## src/mids_pkg.sv

```systemverilog
// mids_pkg: register offsets, field positions, reset values and modes for the
// motor input detection setup block.
// assumes: a single 50 MHz system clock, Avalon-MM register access.
package mids_pkg;

  // register word byte addresses
  localparam logic [3:0] ADDR_CONFIG = 4'h0;  // selection bits
  localparam logic [3:0] ADDR_STATUS = 4'h4;  // decoded mode and pin roles
  localparam logic [3:0] ADDR_EVENT  = 4'h8;  // capture event counter

  // config field positions
  localparam int CFG_INPUT_SEL_LSB = 0;   // input_select_field [1:0]
  localparam int CFG_EDGE_SEL_LSB  = 2;   // edge_select_field [3:2]
  localparam int CFG_SENSOR_BIT    = 4;   // sensor_mode_bit
  localparam int CFG_PIN_CFG_BIT   = 5;   // pin_config_bit
  localparam int CFG_DISCHARGE_BIT = 6;   // off_state_discharge_select
  localparam int CFG_COMP_OFF_BIT  = 7;   // software request: comparator off
  localparam int CFG_WIDTH         = 8;

  localparam logic [7:0] CFG_RESET = 8'h00;

  // field encodings
  localparam logic [1:0] SEL_A       = 2'h0;
  localparam logic [1:0] SEL_B       = 2'h1;
  localparam logic [1:0] SEL_C       = 2'h2;
  localparam logic [1:0] SEL_ENCODER = 2'h3;
  localparam logic [1:0] EDGE_NONE   = 2'h0;
  localparam logic [1:0] EDGE_RISE   = 2'h1;
  localparam logic [1:0] EDGE_FALL   = 2'h2;
  localparam logic [1:0] EDGE_BOTH   = 2'h3;

  // pin role codes, two bits per pin
  localparam logic [1:0] ROLE_HIZ     = 2'h0;  // off, high impedance
  localparam logic [1:0] ROLE_GROUND  = 2'h1;  // off, pulled to ground
  localparam logic [1:0] ROLE_ANALOG  = 2'h2;  // analog input
  localparam logic [1:0] ROLE_DIGITAL = 2'h3;  // digital input
  localparam logic [1:0] ROLE_STD_IO  = 2'h0;  // released; driven as std I/O

  // detection modes, one-hot
  typedef enum logic [4:0] {
    MIDS_MODE_SENSORLESS = 5'h01,
    MIDS_MODE_POSITION   = 5'h02,
    MIDS_MODE_TACHO      = 5'h04,
    MIDS_MODE_ENCODER    = 5'h08,
    MIDS_MODE_INVALID    = 5'h10
  } mids_mode_t;

endpackage : mids_pkg

```

## src/mids_cfg_if.sv

```systemverilog
// mids_cfg_if: carries the stored selection bits from the register slave
// to the mode decoder.
// assumes: both ends on clk_sys.
interface mids_cfg_if;
  logic [1:0] input_select_field;
  logic [1:0] edge_select_field;
  logic       sensor_mode_bit;
  logic       pin_config_bit;
  logic       off_state_discharge_select;
  logic       comp_off_request;

  modport source (output input_select_field, output edge_select_field,
                  output sensor_mode_bit, output pin_config_bit,
                  output off_state_discharge_select, output comp_off_request);
  modport sink   (input input_select_field, input edge_select_field,
                  input sensor_mode_bit, input pin_config_bit,
                  input off_state_discharge_select, input comp_off_request);
endinterface : mids_cfg_if

```

## src/mids_top.sv

```systemverilog
// mids_top: input detection setup for a brushless motor controller, with an
// Avalon-MM register slave and a capture event generator.
// assumes: single clock clk_sys at 50 MHz, synchronous active-high reset,
// motor inputs already synchronous to clk_sys.
//
// The Avalon-MM interface to the registers and the placing of the registers were left to the implementer.

module mids_top #(
  parameter int EVENT_WIDTH = 16
) (
  input  wire logic        clk_sys,
  input  wire logic        reset,
  input  wire logic [3:0]  avs_address,
  input  wire logic        avs_read,
  input  wire logic        avs_write,
  input  wire logic [31:0] avs_writedata,
  input  wire logic [3:0]  avs_byteenable,
  output logic      [31:0] avs_readdata,
  output logic             avs_waitrequest,
  input  wire logic        motor_input_a,
  input  wire logic        motor_input_b,
  input  wire logic        motor_input_c,
  output logic      [5:0]  pin_roles,
  output logic      [2:0]  pin_reserved,
  output logic      [2:0]  pin_ground_oe,
  output logic             comparator_on,
  output logic             capture_event
);

  mids_cfg_if cfg ();

  logic [7:0]             config_reg;
  logic                   done;
  mids_pkg::mids_mode_t   next_mode;
  mids_pkg::mids_mode_t   mode;
  logic [5:0]             next_roles;
  logic [2:0]             next_reserved;
  logic                   next_comp;
  logic [2:0]             inputs;
  logic [2:0]             inputs_d;
  logic                   prev_sel;
  logic                   cur_sel;
  logic                   next_event;
  logic [EVENT_WIDTH-1:0] event_count;

  assign inputs = {motor_input_c, motor_input_b, motor_input_a};

  // config fields into the carrier
  assign cfg.input_select_field         = config_reg[mids_pkg::CFG_INPUT_SEL_LSB +: 2];
  assign cfg.edge_select_field          = config_reg[mids_pkg::CFG_EDGE_SEL_LSB +: 2];
  assign cfg.sensor_mode_bit            = config_reg[mids_pkg::CFG_SENSOR_BIT];
  assign cfg.pin_config_bit             = config_reg[mids_pkg::CFG_PIN_CFG_BIT];
  assign cfg.off_state_discharge_select = config_reg[mids_pkg::CFG_DISCHARGE_BIT];
  assign cfg.comp_off_request           = config_reg[mids_pkg::CFG_COMP_OFF_BIT];

  mids_decode u_decode (
    .cfg           (cfg),
    .mode          (next_mode),
    .pin_roles     (next_roles),
    .pin_reserved  (next_reserved),
    .comparator_on (next_comp)
  );

  // bus handshake: waitrequest rests high, drops for the second request cycle
  always_ff @(posedge clk_sys) begin
    if (reset) begin
      avs_waitrequest <= 1'b1;
    end else begin
      avs_waitrequest <= !((avs_read || avs_write) && avs_waitrequest);
    end
  end

  // transfer accepted in the cycle that waitrequest is low
  always_comb begin
    done = !avs_waitrequest;
  end

  // config register write; input select applies immediately (direct load)
  always_ff @(posedge clk_sys) begin
    if (reset) begin
      config_reg <= mids_pkg::CFG_RESET;
    end else if (avs_write && done && avs_address == mids_pkg::ADDR_CONFIG
                 && avs_byteenable[0]) begin
      config_reg <= avs_writedata[7:0];
    end
  end

  // read data
  always_ff @(posedge clk_sys) begin
    if (reset) begin
      avs_readdata <= 32'h0000_0000;
    end else if (avs_read && !done) begin
      case (avs_address)
        mids_pkg::ADDR_CONFIG: avs_readdata <= {24'h00_0000, config_reg};
        mids_pkg::ADDR_STATUS: avs_readdata <= {14'h0000, comparator_on,
                                                pin_reserved, pin_roles, 3'h0, mode};
        mids_pkg::ADDR_EVENT:  avs_readdata <= {{(32-EVENT_WIDTH){1'b0}}, event_count};
        default:               avs_readdata <= 32'h0000_0000;
      endcase
    end
  end

  // registered decode outputs
  always_ff @(posedge clk_sys) begin
    if (reset) begin
      mode          <= mids_pkg::MIDS_MODE_SENSORLESS;
      pin_roles     <= 6'h00;
      pin_reserved  <= 3'h0;
      pin_ground_oe <= 3'h0;
      comparator_on <= 1'b0;
    end else begin
      mode          <= next_mode;
      pin_roles     <= next_roles;
      pin_reserved  <= next_reserved;
      comparator_on <= next_comp;
      for (int i = 0; i < 3; i++) begin
        pin_ground_oe[i] <= (next_roles[i*2 +: 2] == mids_pkg::ROLE_GROUND);
      end
    end
  end

  // edge detection history
  always_ff @(posedge clk_sys) begin
    if (reset) begin
      inputs_d <= 3'h0;
    end else begin
      inputs_d <= inputs;
    end
  end

  always_comb begin
    // select 11 has no tacho pin; keeps the index in range while mode lags
    cur_sel  = (cfg.input_select_field == mids_pkg::SEL_ENCODER) ? 1'b0
                                                                 : inputs[cfg.input_select_field];
    prev_sel = (cfg.input_select_field == mids_pkg::SEL_ENCODER) ? 1'b0
                                                                 : inputs_d[cfg.input_select_field];
    next_event = 1'b0;
    if (mode == mids_pkg::MIDS_MODE_TACHO) begin
      case (cfg.edge_select_field)
        mids_pkg::EDGE_RISE: next_event = cur_sel && !prev_sel;
        mids_pkg::EDGE_FALL: next_event = !cur_sel && prev_sel;
        mids_pkg::EDGE_BOTH: next_event = cur_sel != prev_sel;
        default:             next_event = 1'b0;
      endcase
    end else if (mode == mids_pkg::MIDS_MODE_ENCODER) begin
      next_event = inputs[1:0] != inputs_d[1:0];
    end
  end

  // capture event pulse and count
  always_ff @(posedge clk_sys) begin
    if (reset) begin
      capture_event <= 1'b0;
      event_count   <= '0;
    end else begin
      capture_event <= next_event;
      if (next_event) begin
        event_count <= event_count + 1'b1;
      end
    end
  end

  a_bus_wait: assert property (@(posedge clk_sys) disable iff (reset)
    (avs_read || avs_write) && !done |=> !avs_waitrequest)
    else $error("bus answer late");

  a_sensorless_roles: assert property (@(posedge clk_sys) disable iff (reset)
    (!cfg.pin_config_bit && cfg.edge_select_field == 2'h0 && !cfg.sensor_mode_bit
     && cfg.input_select_field == 2'h1) |=> (pin_roles[3:2] == 2'h2 && pin_reserved == 3'h7))
    else $error("sensorless pin roles wrong");

  a_discharge_sel: assert property (@(posedge clk_sys) disable iff (reset)
    (!cfg.pin_config_bit && cfg.edge_select_field == 2'h0 && !cfg.sensor_mode_bit
     && cfg.input_select_field == 2'h0 && cfg.off_state_discharge_select)
    |=> pin_ground_oe == 3'h6)
    else $error("off pins not grounded");

  a_position_roles: assert property (@(posedge clk_sys) disable iff (reset)
    (!cfg.pin_config_bit && cfg.edge_select_field == 2'h0 && cfg.sensor_mode_bit
     && cfg.input_select_field == 2'h2) |=> pin_roles == 6'h30)
    else $error("position pin roles wrong");

  a_comp_on: assert property (@(posedge clk_sys) disable iff (reset)
    (cfg.pin_config_bit && cfg.edge_select_field == 2'h0
     && cfg.input_select_field != 2'h3) |=> comparator_on)
    else $error("comparator not on");

  a_pins_free: assert property (@(posedge clk_sys) disable iff (reset)
    (cfg.pin_config_bit && cfg.input_select_field == 2'h3 && cfg.edge_select_field == 2'h0)
    |=> pin_reserved == 3'h0)
    else $error("pins not released");

  a_comp_off: assert property (@(posedge clk_sys) disable iff (reset)
    (cfg.pin_config_bit && cfg.edge_select_field != 2'h0 && cfg.input_select_field == 2'h3
     && cfg.comp_off_request) |=> (!comparator_on && pin_reserved == 3'h0))
    else $error("comparator not off");

  a_encoder_pins: assert property (@(posedge clk_sys) disable iff (reset)
    (cfg.pin_config_bit && cfg.edge_select_field != 2'h0 && cfg.input_select_field == 2'h3
     && !cfg.comp_off_request) |=> pin_roles == 6'h0F)
    else $error("encoder pin roles wrong");

  a_tacho_rise: assert property (@(posedge clk_sys) disable iff (reset)
    (mode == mids_pkg::MIDS_MODE_TACHO && cfg.edge_select_field == 2'h1
     && $rose(inputs[cfg.input_select_field])) |=> capture_event)
    else $error("rising edge missed");

  a_encoder_edges: assert property (@(posedge clk_sys) disable iff (reset)
    (mode == mids_pkg::MIDS_MODE_ENCODER && $changed(inputs[0])) |=> capture_event)
    else $error("encoder edge missed");

endmodule : mids_top

```

## src/mids_decode.sv

```systemverilog
// mids_decode: combinational decode of mode, pin roles and comparator enable
// from the selection bits.
// assumes: inputs stable per clk_sys cycle; outputs registered by the caller.
module mids_decode (
  mids_cfg_if.sink             cfg,
  output mids_pkg::mids_mode_t mode,
  output logic [5:0]           pin_roles,
  output logic [2:0]           pin_reserved,
  output logic                 comparator_on
);

  logic [1:0] off_role;
  logic [1:0] sel;

  assign off_role = cfg.off_state_discharge_select ? mids_pkg::ROLE_GROUND
                                                   : mids_pkg::ROLE_HIZ;
  assign sel = cfg.input_select_field;

  // mode and pin role table
  always_comb begin
    mode          = mids_pkg::MIDS_MODE_INVALID;
    pin_roles     = {3{mids_pkg::ROLE_STD_IO}};
    pin_reserved  = 3'h0;
    comparator_on = 1'b0;
    if (cfg.edge_select_field == mids_pkg::EDGE_NONE) begin
      mode = cfg.sensor_mode_bit ? mids_pkg::MIDS_MODE_POSITION
                                 : mids_pkg::MIDS_MODE_SENSORLESS;
      if (!cfg.pin_config_bit && sel != mids_pkg::SEL_ENCODER) begin
        if (!cfg.sensor_mode_bit) begin
          pin_roles     = {3{off_role}};
          pin_roles[sel*2 +: 2] = mids_pkg::ROLE_ANALOG;
          pin_reserved  = 3'h7;
          comparator_on = 1'b1;
        end else begin
          pin_roles[sel*2 +: 2] = mids_pkg::ROLE_DIGITAL;
          pin_reserved[sel]     = 1'b1;
          comparator_on         = 1'b1;
        end
      end else if (cfg.pin_config_bit) begin
        if (sel != mids_pkg::SEL_ENCODER) begin
          pin_roles[sel*2 +: 2] = mids_pkg::ROLE_ANALOG;
          pin_reserved[sel]     = 1'b1;
          comparator_on         = 1'b1;
        end else begin
          comparator_on = !cfg.comp_off_request;
        end
      end else begin
        mode = mids_pkg::MIDS_MODE_INVALID;
      end
    end else begin
      mode = (sel == mids_pkg::SEL_ENCODER) ? mids_pkg::MIDS_MODE_ENCODER
                                             : mids_pkg::MIDS_MODE_TACHO;
      if (cfg.pin_config_bit) begin
        if (sel == mids_pkg::SEL_ENCODER && cfg.comp_off_request) begin
          comparator_on = 1'b0;
        end else if (sel == mids_pkg::SEL_ENCODER) begin
          pin_roles    = {mids_pkg::ROLE_STD_IO, mids_pkg::ROLE_DIGITAL,
                          mids_pkg::ROLE_DIGITAL};
          pin_reserved = 3'h3;
        end else begin
          pin_roles[sel*2 +: 2] = mids_pkg::ROLE_DIGITAL;
          pin_reserved[sel]     = 1'b1;
        end
      end else begin
        mode = mids_pkg::MIDS_MODE_INVALID;
      end
    end
  end

endmodule : mids_decode

```

## config.mk

```make
export PLATFORM = sky130hd
export DESIGN_NAME = mids_top
export DESIGN_NICKNAME = d
export VERILOG_FILES = /design/src/mids_pkg.sv /design/src/mids_cfg_if.sv /design/src/mids_top.sv /design/src/mids_decode.sv
export SDC_FILE = /design/constraint.sdc
export NUM_CORES = 1
export LEC_CHECK = 0
export BUFFER_PORTS_ARGS = -buffer_cell sky130_fd_sc_hd__clkbuf_2
export CORE_MARGIN = 2
export CORE_UTILIZATION = 30
export DETAILED_ROUTE_END_ITERATION = 7
export PLACE_DENSITY_LB_ADDON = 0.2
export SLEW_MARGIN = 20
export SYNTH_ARGS = -nofsm -noshare
export SYNTH_HDL_FRONTEND = slang
export SYNTH_HIERARCHICAL = 1
export SYNTH_SLANG_ARGS = --single-unit
```

## constraint.sdc

```tcl
create_clock -name clk_sys -period 3.9 [get_ports clk_sys]
set_clock_uncertainty 0.15 [all_clocks]
set_input_delay 0.195 -clock clk_sys [delete_from_list [all_inputs] [get_ports clk_sys]]
set_output_delay 0.195 -clock clk_sys [all_outputs]
set_load 0.02 [all_outputs]
```

* Word level (Yosys, flattened, before mapping)
Index checks and enable logic that the tools add are counted.
** Storage, ports and cells
- Bits in registers :: 79
- Input port bits :: 47
- Output and inout port bits :: 47
** Cells by class
- Add/sub/neg operators :: 2
- Shift-type cells :: 3
- Equal/unequal tests :: 14
- Magnitude comparators :: 2
- Mux-type cells :: 39
- Bitwise gates (word level) :: 3
- Reduce and logical (&&, ||, !) cells :: 20
** Operator list (number)
- $shiftx 2x34->6 const A :: 2
- $pmux 18 s3 :: 1
- $mux 6 :: 8
- $neg 3->34 :: 1
- $shift 2x34->6 const A :: 1
- $mux 3 :: 8
- $mux 5 :: 4
- $add 16x1->16 const B :: 1
- $and 6x6->6 :: 2
- $mux 1 :: 11
- $logic_and 1x1->1 :: 10
- $eq 2x1->1 const B :: 4
- $bwmux 6 :: 1
- $eq 2x2->1 const B :: 3
- $logic_not 1->1 :: 6
- $eq 5x3->1 const B :: 1
- $eq 5x4->1 const B :: 1
- $bmux 1 s2 :: 2
- $eq 4x3->1 const B :: 1
- $eq 4x4->1 const B :: 1
- $logic_not 4->1 :: 1
- $mux 4 :: 1
- $lt 2x3->1 const B :: 1
- $pmux 1 s3 :: 1
- other kinds (10) :: 10

* Logic depth before layout (Yosys ltp)
- Depth after elaboration :: 8
- Mapped depth :: 10
- Mapped depth without buffers :: 9

* By module
The synthesis kept the hierarchy.
** Modules (own cells, without submodules)
- mids_top :: cells an instance 303, area an instance 2961.6 µm², instances 1
- mids_decode :: cells an instance 50, area an instance 270.3 µm², instances 1

* Worst setup path before layout
Ideal clock, no wire load.
- Path kind :: register to register
- From :: register config_reg[1]
- To :: register event_count[12]
- Setup time :: 0.123 ns
- Stages on the path, launching flop included :: 11
- Data required time :: 3.627 ns
- Data arrival time :: 2.359 ns
- Slack :: 1.268 ns
- Buffers on the path :: 1
- Cell sequence :: dfxtp_1 -> mux2i_1 -> nor2_1 -> a21oi_1 -> inv_1 -> ha_1 -> nand2b_1 -> a311o_4 -> buf_6 -> a211oi_2 -> mux2_1
** Between the ends
- Word-level cells in the longest chain between the ends :: 7
** Ends and longest elaborated chain
- start, declared :: line mids_top.sv:32 : logic [7:0] config_reg;
- start signal, assigned :: line mids_top.sv:81 : config_reg <= mids_pkg::CFG_RESET;
- start signal, assigned :: line mids_top.sv:84 : config_reg <= avs_writedata[7:0];
- $bmux 1 s2, on equally long branches :: line mids_top.sv:134, mids_top.sv:136
- $mux 1, on equally long branches :: line mids_top.sv:134, mids_top.sv:136
- $mux 1, on equally long branches :: line mids_top.sv:133, mids_top.sv:135
- $logic_not 1->1, on equally long branches :: line mids_top.sv:141, mids_top.sv:140
- $logic_and 1x1->1, on equally long branches :: line mids_top.sv:141, mids_top.sv:140
- $pmux 1 s3 * :: line mids_top.sv:139 : case (cfg.edge_select_field)
- $mux 1 * :: line mids_top.sv:138 : if (mode == mids_pkg::MIDS_MODE_TACHO) begin
- end signal, assigned :: line mids_top.sv:158 : event_count <= event_count + 1'b1;
- end, declared :: line mids_top.sv:44 : logic [EVENT_WIDTH-1:0] event_count;
Mark *: on every way between the ends. The rest lies on a longest branch, timed or not. The select of a mux whose other input is x is not followed.
A chain may end at the register's enable or synchronous reset.

* Worst setup path after layout
- From :: register config_reg[1]
- To :: register event_count[8]
The elaborated chain is that of the path after synthesis.

==> flow_summary_export.csv <==
group,metric,value,unit
sta,min_period,2860,ps
logic_synthesis,synth_most_common_cell,"dfxtp_1",
finish,syn2layout_area_growth,22.2,%
detailed_routing,ant_nets,0,
power_and_ir_drop,netSwitchingFraction,22.1,%
logic_synthesis,seq_area_frac_synth,40.3,%
floorplanning,die_w,108,um
critical_path,reg2reg_depth,9,
logic_synthesis,synthesis.area,3230,um2
place,gp_congestion,0.790,
status,status,"complete, no violations",
global_routing,grt_first_pass_wirelength,13100,um
critical_path,crit_end,"event_count[8]$_SDFFE_PP0P_",
clock_tree,h-tree-depth,3,
critical_path,r2r_end,"event_count[8]$_SDFFE_PP0P_",
place,dpl.hpwl,5550,um
global_routing,antenna_found_initial,0,
clock_tree,cts_made_buffers,9,
critical_path,criticalPathCategory,"register to register",
logic_synthesis,synthTopCellsByCount,"dfxtp_1 (65), nor2_1 (48), nor2b_1 (36)",
logic_synthesis,synth_area_per_cell,9.16,um2
sta,fmax,350,MHz
finish,final_nets,463,
logic_synthesis,synth-edff-count,0,
clock_tree,cts_setup_buffers,0,
power_and_ir_drop,p_int,1190,uW
finish,largest_register_ffs,18,
finish,diodes,0,
floorplanning,fp.dieArea,11600,um2
critical_path,critPathArrivalTime,2940,ps
critical_path,reg2reg_from,"config_reg[1]$_SDFFE_PP0P_",
sta,worst_pin_slew,884,ps
floorplanning,initial_core_util,31.2,%
sta,post-route-period-util,73.3,%
clock_tree,root_buffer,"clkbuf_8",
sta,relSlewSlack,40.8,%
flow_run,drv_cap,0,
logic_synthesis,synthFlopType,"dfxtp_1",
detailed_routing,first_pass_iters,5,
detailed_routing,wire_per_inst,14.2,um
finish,layout-drive-gt1-share,23.2,%
critical_path,start_kind,"register",
power_and_ir_drop,p_sw,338,uW
global_routing,grt_pass1_vias,2616,
place,port_buffers,52,
critical_path,crit_buf_inv,1,
power_and_ir_drop,ir_drop,0.227,mV
detailed_routing,drt-initial-drc-count,205,
clock_tree,tritoncts,"built",
power_and_ir_drop,clockPowerShare,49.9,%
sta,fin_setup_tns,0,ps
detailed_routing,via_per_inst,4.95,
logic_synthesis,ys_ff_latch,65,
logic_synthesis,yosys.area.top_type,"dfxtp_1",
critical_path,worstPathMaxFanout,15,
logic_synthesis,synth_top_area_share,40.3,%
logic_synthesis,ys_types,53,
finish,final-seq-area,1300,um2
critical_path,cp_slowest_stage_delay,490,ps
sta,slew_viol_final,0,
clock_tree,path_clk_slew,80,ps
logic_synthesis,synthArstFlopShare,0,%
power_and_ir_drop,pwr-share-seq,44.1,%
critical_path,crit_start,"config_reg[1]$_SDFFE_PP0P_",
global_routing,grt_max_degree,70,
critical_path,crit_cells,9,
sta,rsz0062_at_grt,"no",
finish,stdcell_area,3950,um2
global_routing,grt_use_total,14.4,%
floorplanning,die_height,108,um
floorplanning,ios,94,
global_routing,grt_busiest_layer,"met2",
sta,hold_violations,0,
finish,multi_input_area,1750,um2
global_routing,use_met2,23.4,%
global_routing,use_met1,18.5,%
finish,nFillCells,1083,
critical_path,cp-end-kind,"register",
critical_path,crit_chain,"mux2i_1 -> nor2_1 -> a21oi_1 -> inv_1 -> ha_1 -> nand2b_1 -> a311o_4 -> a211oi_1 -> mux2_2",
power_and_ir_drop,comb_power_share,6.0,%
logic_synthesis,ys_warn_count,6,
critical_path,required,3980,ps
clock_tree,clk_latency,340,ps
critical_path,crit_family,"compound AO/OA/AOI/OAI gates",
clock_tree,cts.sinks,65,
logic_synthesis,synth.area.top_cells,"dfxtp_1 (40%), nor2b_1 (7.0%), nor2_1 (5.6%), buf_4 (3.5%), mux2i_1 (3.4%)",
detailed_routing,totalWireLength,7890,um
hold_path,hp-class,"input pin to register",
critical_path,regToRegSetupSlack,1040,ps
global_routing,grt_use_met3,3.45,%
logic_synthesis,syn_inst,353,
power_and_ir_drop,leakagePower,0.00156,uW
power_and_ir_drop,power_per_cell_area,387,nW/um2
global_routing,grt_overflow,0,
sta,setup_viol_count_final,0,
floorplanning,row_count,37,
clock_tree,clockBufferDepth,2,
detailed_routing,drc_errors,0,
floorplanning,core,10400,um2
place,placed_cell_area,3540,um2
detailed_routing,num_vias,2743,
critical_path,cp_slowest_cell,"a311o_4",
## area by class of cell
class                           count  area share (%)
Clock buffer                        9            3.14
Tap cell                          136            4.31
Clock inverter                      7            3.61
Timing Repair Buffer               71            11.1
Sequential cell                    65            32.9
Inverter                            6           0.570
Multi-Input combinational cell    260            44.3
## logic make-up (layout without fill, tap and decap cells)
group,count (synthesis),after routing,synth area share [%]
AOI/OAI and AO/OA,71,71,17.3
xor gates and xnor gates,3,3,0.813
buffers and inverters,41,93,7.05
other,1,14,0.116
DFF,65,65,40.3
adders and majority gates,3,3,1.16
muxes,26,26,8.63
and+or+nand+nor,143,143,24.6
## worst min-delay path, stage by stage
cell and delay, ps:
clkbuf_2 90, clkinv_1 180, nand3_1 100, o21ai_0 60
## how the worst min path moves through the flow
stage	startpoint	endpoint	slack, ps	cells past startpoint
floorplan	avs_write	avs_waitrequest$_SDFF_PP1_	160	1
global placement	avs_write	avs_waitrequest$_SDFF_PP1_	260	2
detailed placement	avs_write	avs_waitrequest$_SDFF_PP1_	260	2
CTS	reset	avs_readdata[4]$_SDFFE_PP0P_	170	4
global route	reset	capture_event$_SDFF_PP0_	200	3
finish	reset	avs_readdata[4]$_SDFFE_PP0P_	160	4
## layer usage
metal	up-vias	part of all wire, %
met1	1316	45
met3	9	6.0
met4	0	1.3
met5	-	0
li1	1347	-
met2	71	48
## power groups by stage
stage / Sequential (uW) / Clock [uW] / Combinational (uW)
after floorplan: 693 / 0 / 58.0
after global placement: 689 / 0 / 80.6
after detailed placement: 689 / 0 / 81.8
after CTS: 674 / 784 / 93.0
after global routing: 675 / 811 / 102
final: 674 / 764 / 91.7
## through the flow
| step | cells | power, uW | hold WS [ps] | setup slack (ps) | utilization [%] |
|---|---|---|---|---|---|
| 5_1_grt | 554 | 1590 | 197 | 801 | 38.1 |
| 3_3_place_gp | 524 | 770 | 260 | 1050 | 34.2 |
| 4_1_cts | 554 | 1550 | 175 | 1030 | 38.1 |
| 3_5_place_dp | 524 | 771 | 263 | 1040 | 34.2 |
| 2_1_floorplan | 366 | 751 | 161 | 1270 | - |
| 6_report | 554 | 1530 | 163 | 1040 | 38.1 |
## timing repair
action | 4_1_cts | 5_1_grt
endpoints found under the setup margin | 0 | 0
hold buffers | 14 | 0
gates resized for setup | 0 | 0
hold endpoints to repair | 14 | 0
## placed cells by master (no fill, tap or decap), drive strengths merged, types with 3 or more instances in the layout
cell type / netlist / layout
o22ai: 3 / 3
a22o: 11 / 11
nand3: 14 / 14
dfxtp: 65 / 65
a22oi: 11 / 11
mux2i: 11 / 11
a211oi: 6 / 6
a21oi: 15 / 15
and3: 3 / 3
nand2b: 5 / 5
mux2: 15 / 15
clkinv: 1 / 4
clkbuf: 11 / 61
and4: 3 / 3
xor2: 3 / 3
ha: 3 / 3
o21ai: 10 / 10
dlygate4sd3: 0 / 14
a222oi: 5 / 5
nand4: 6 / 6
nand2: 15 / 15
nor2b: 36 / 36
bufinv: 0 / 4
buf: 24 / 5
nor2: 48 / 48
inv: 5 / 5
conb: 1 / 14
Power figures use the tool's default switching activity.
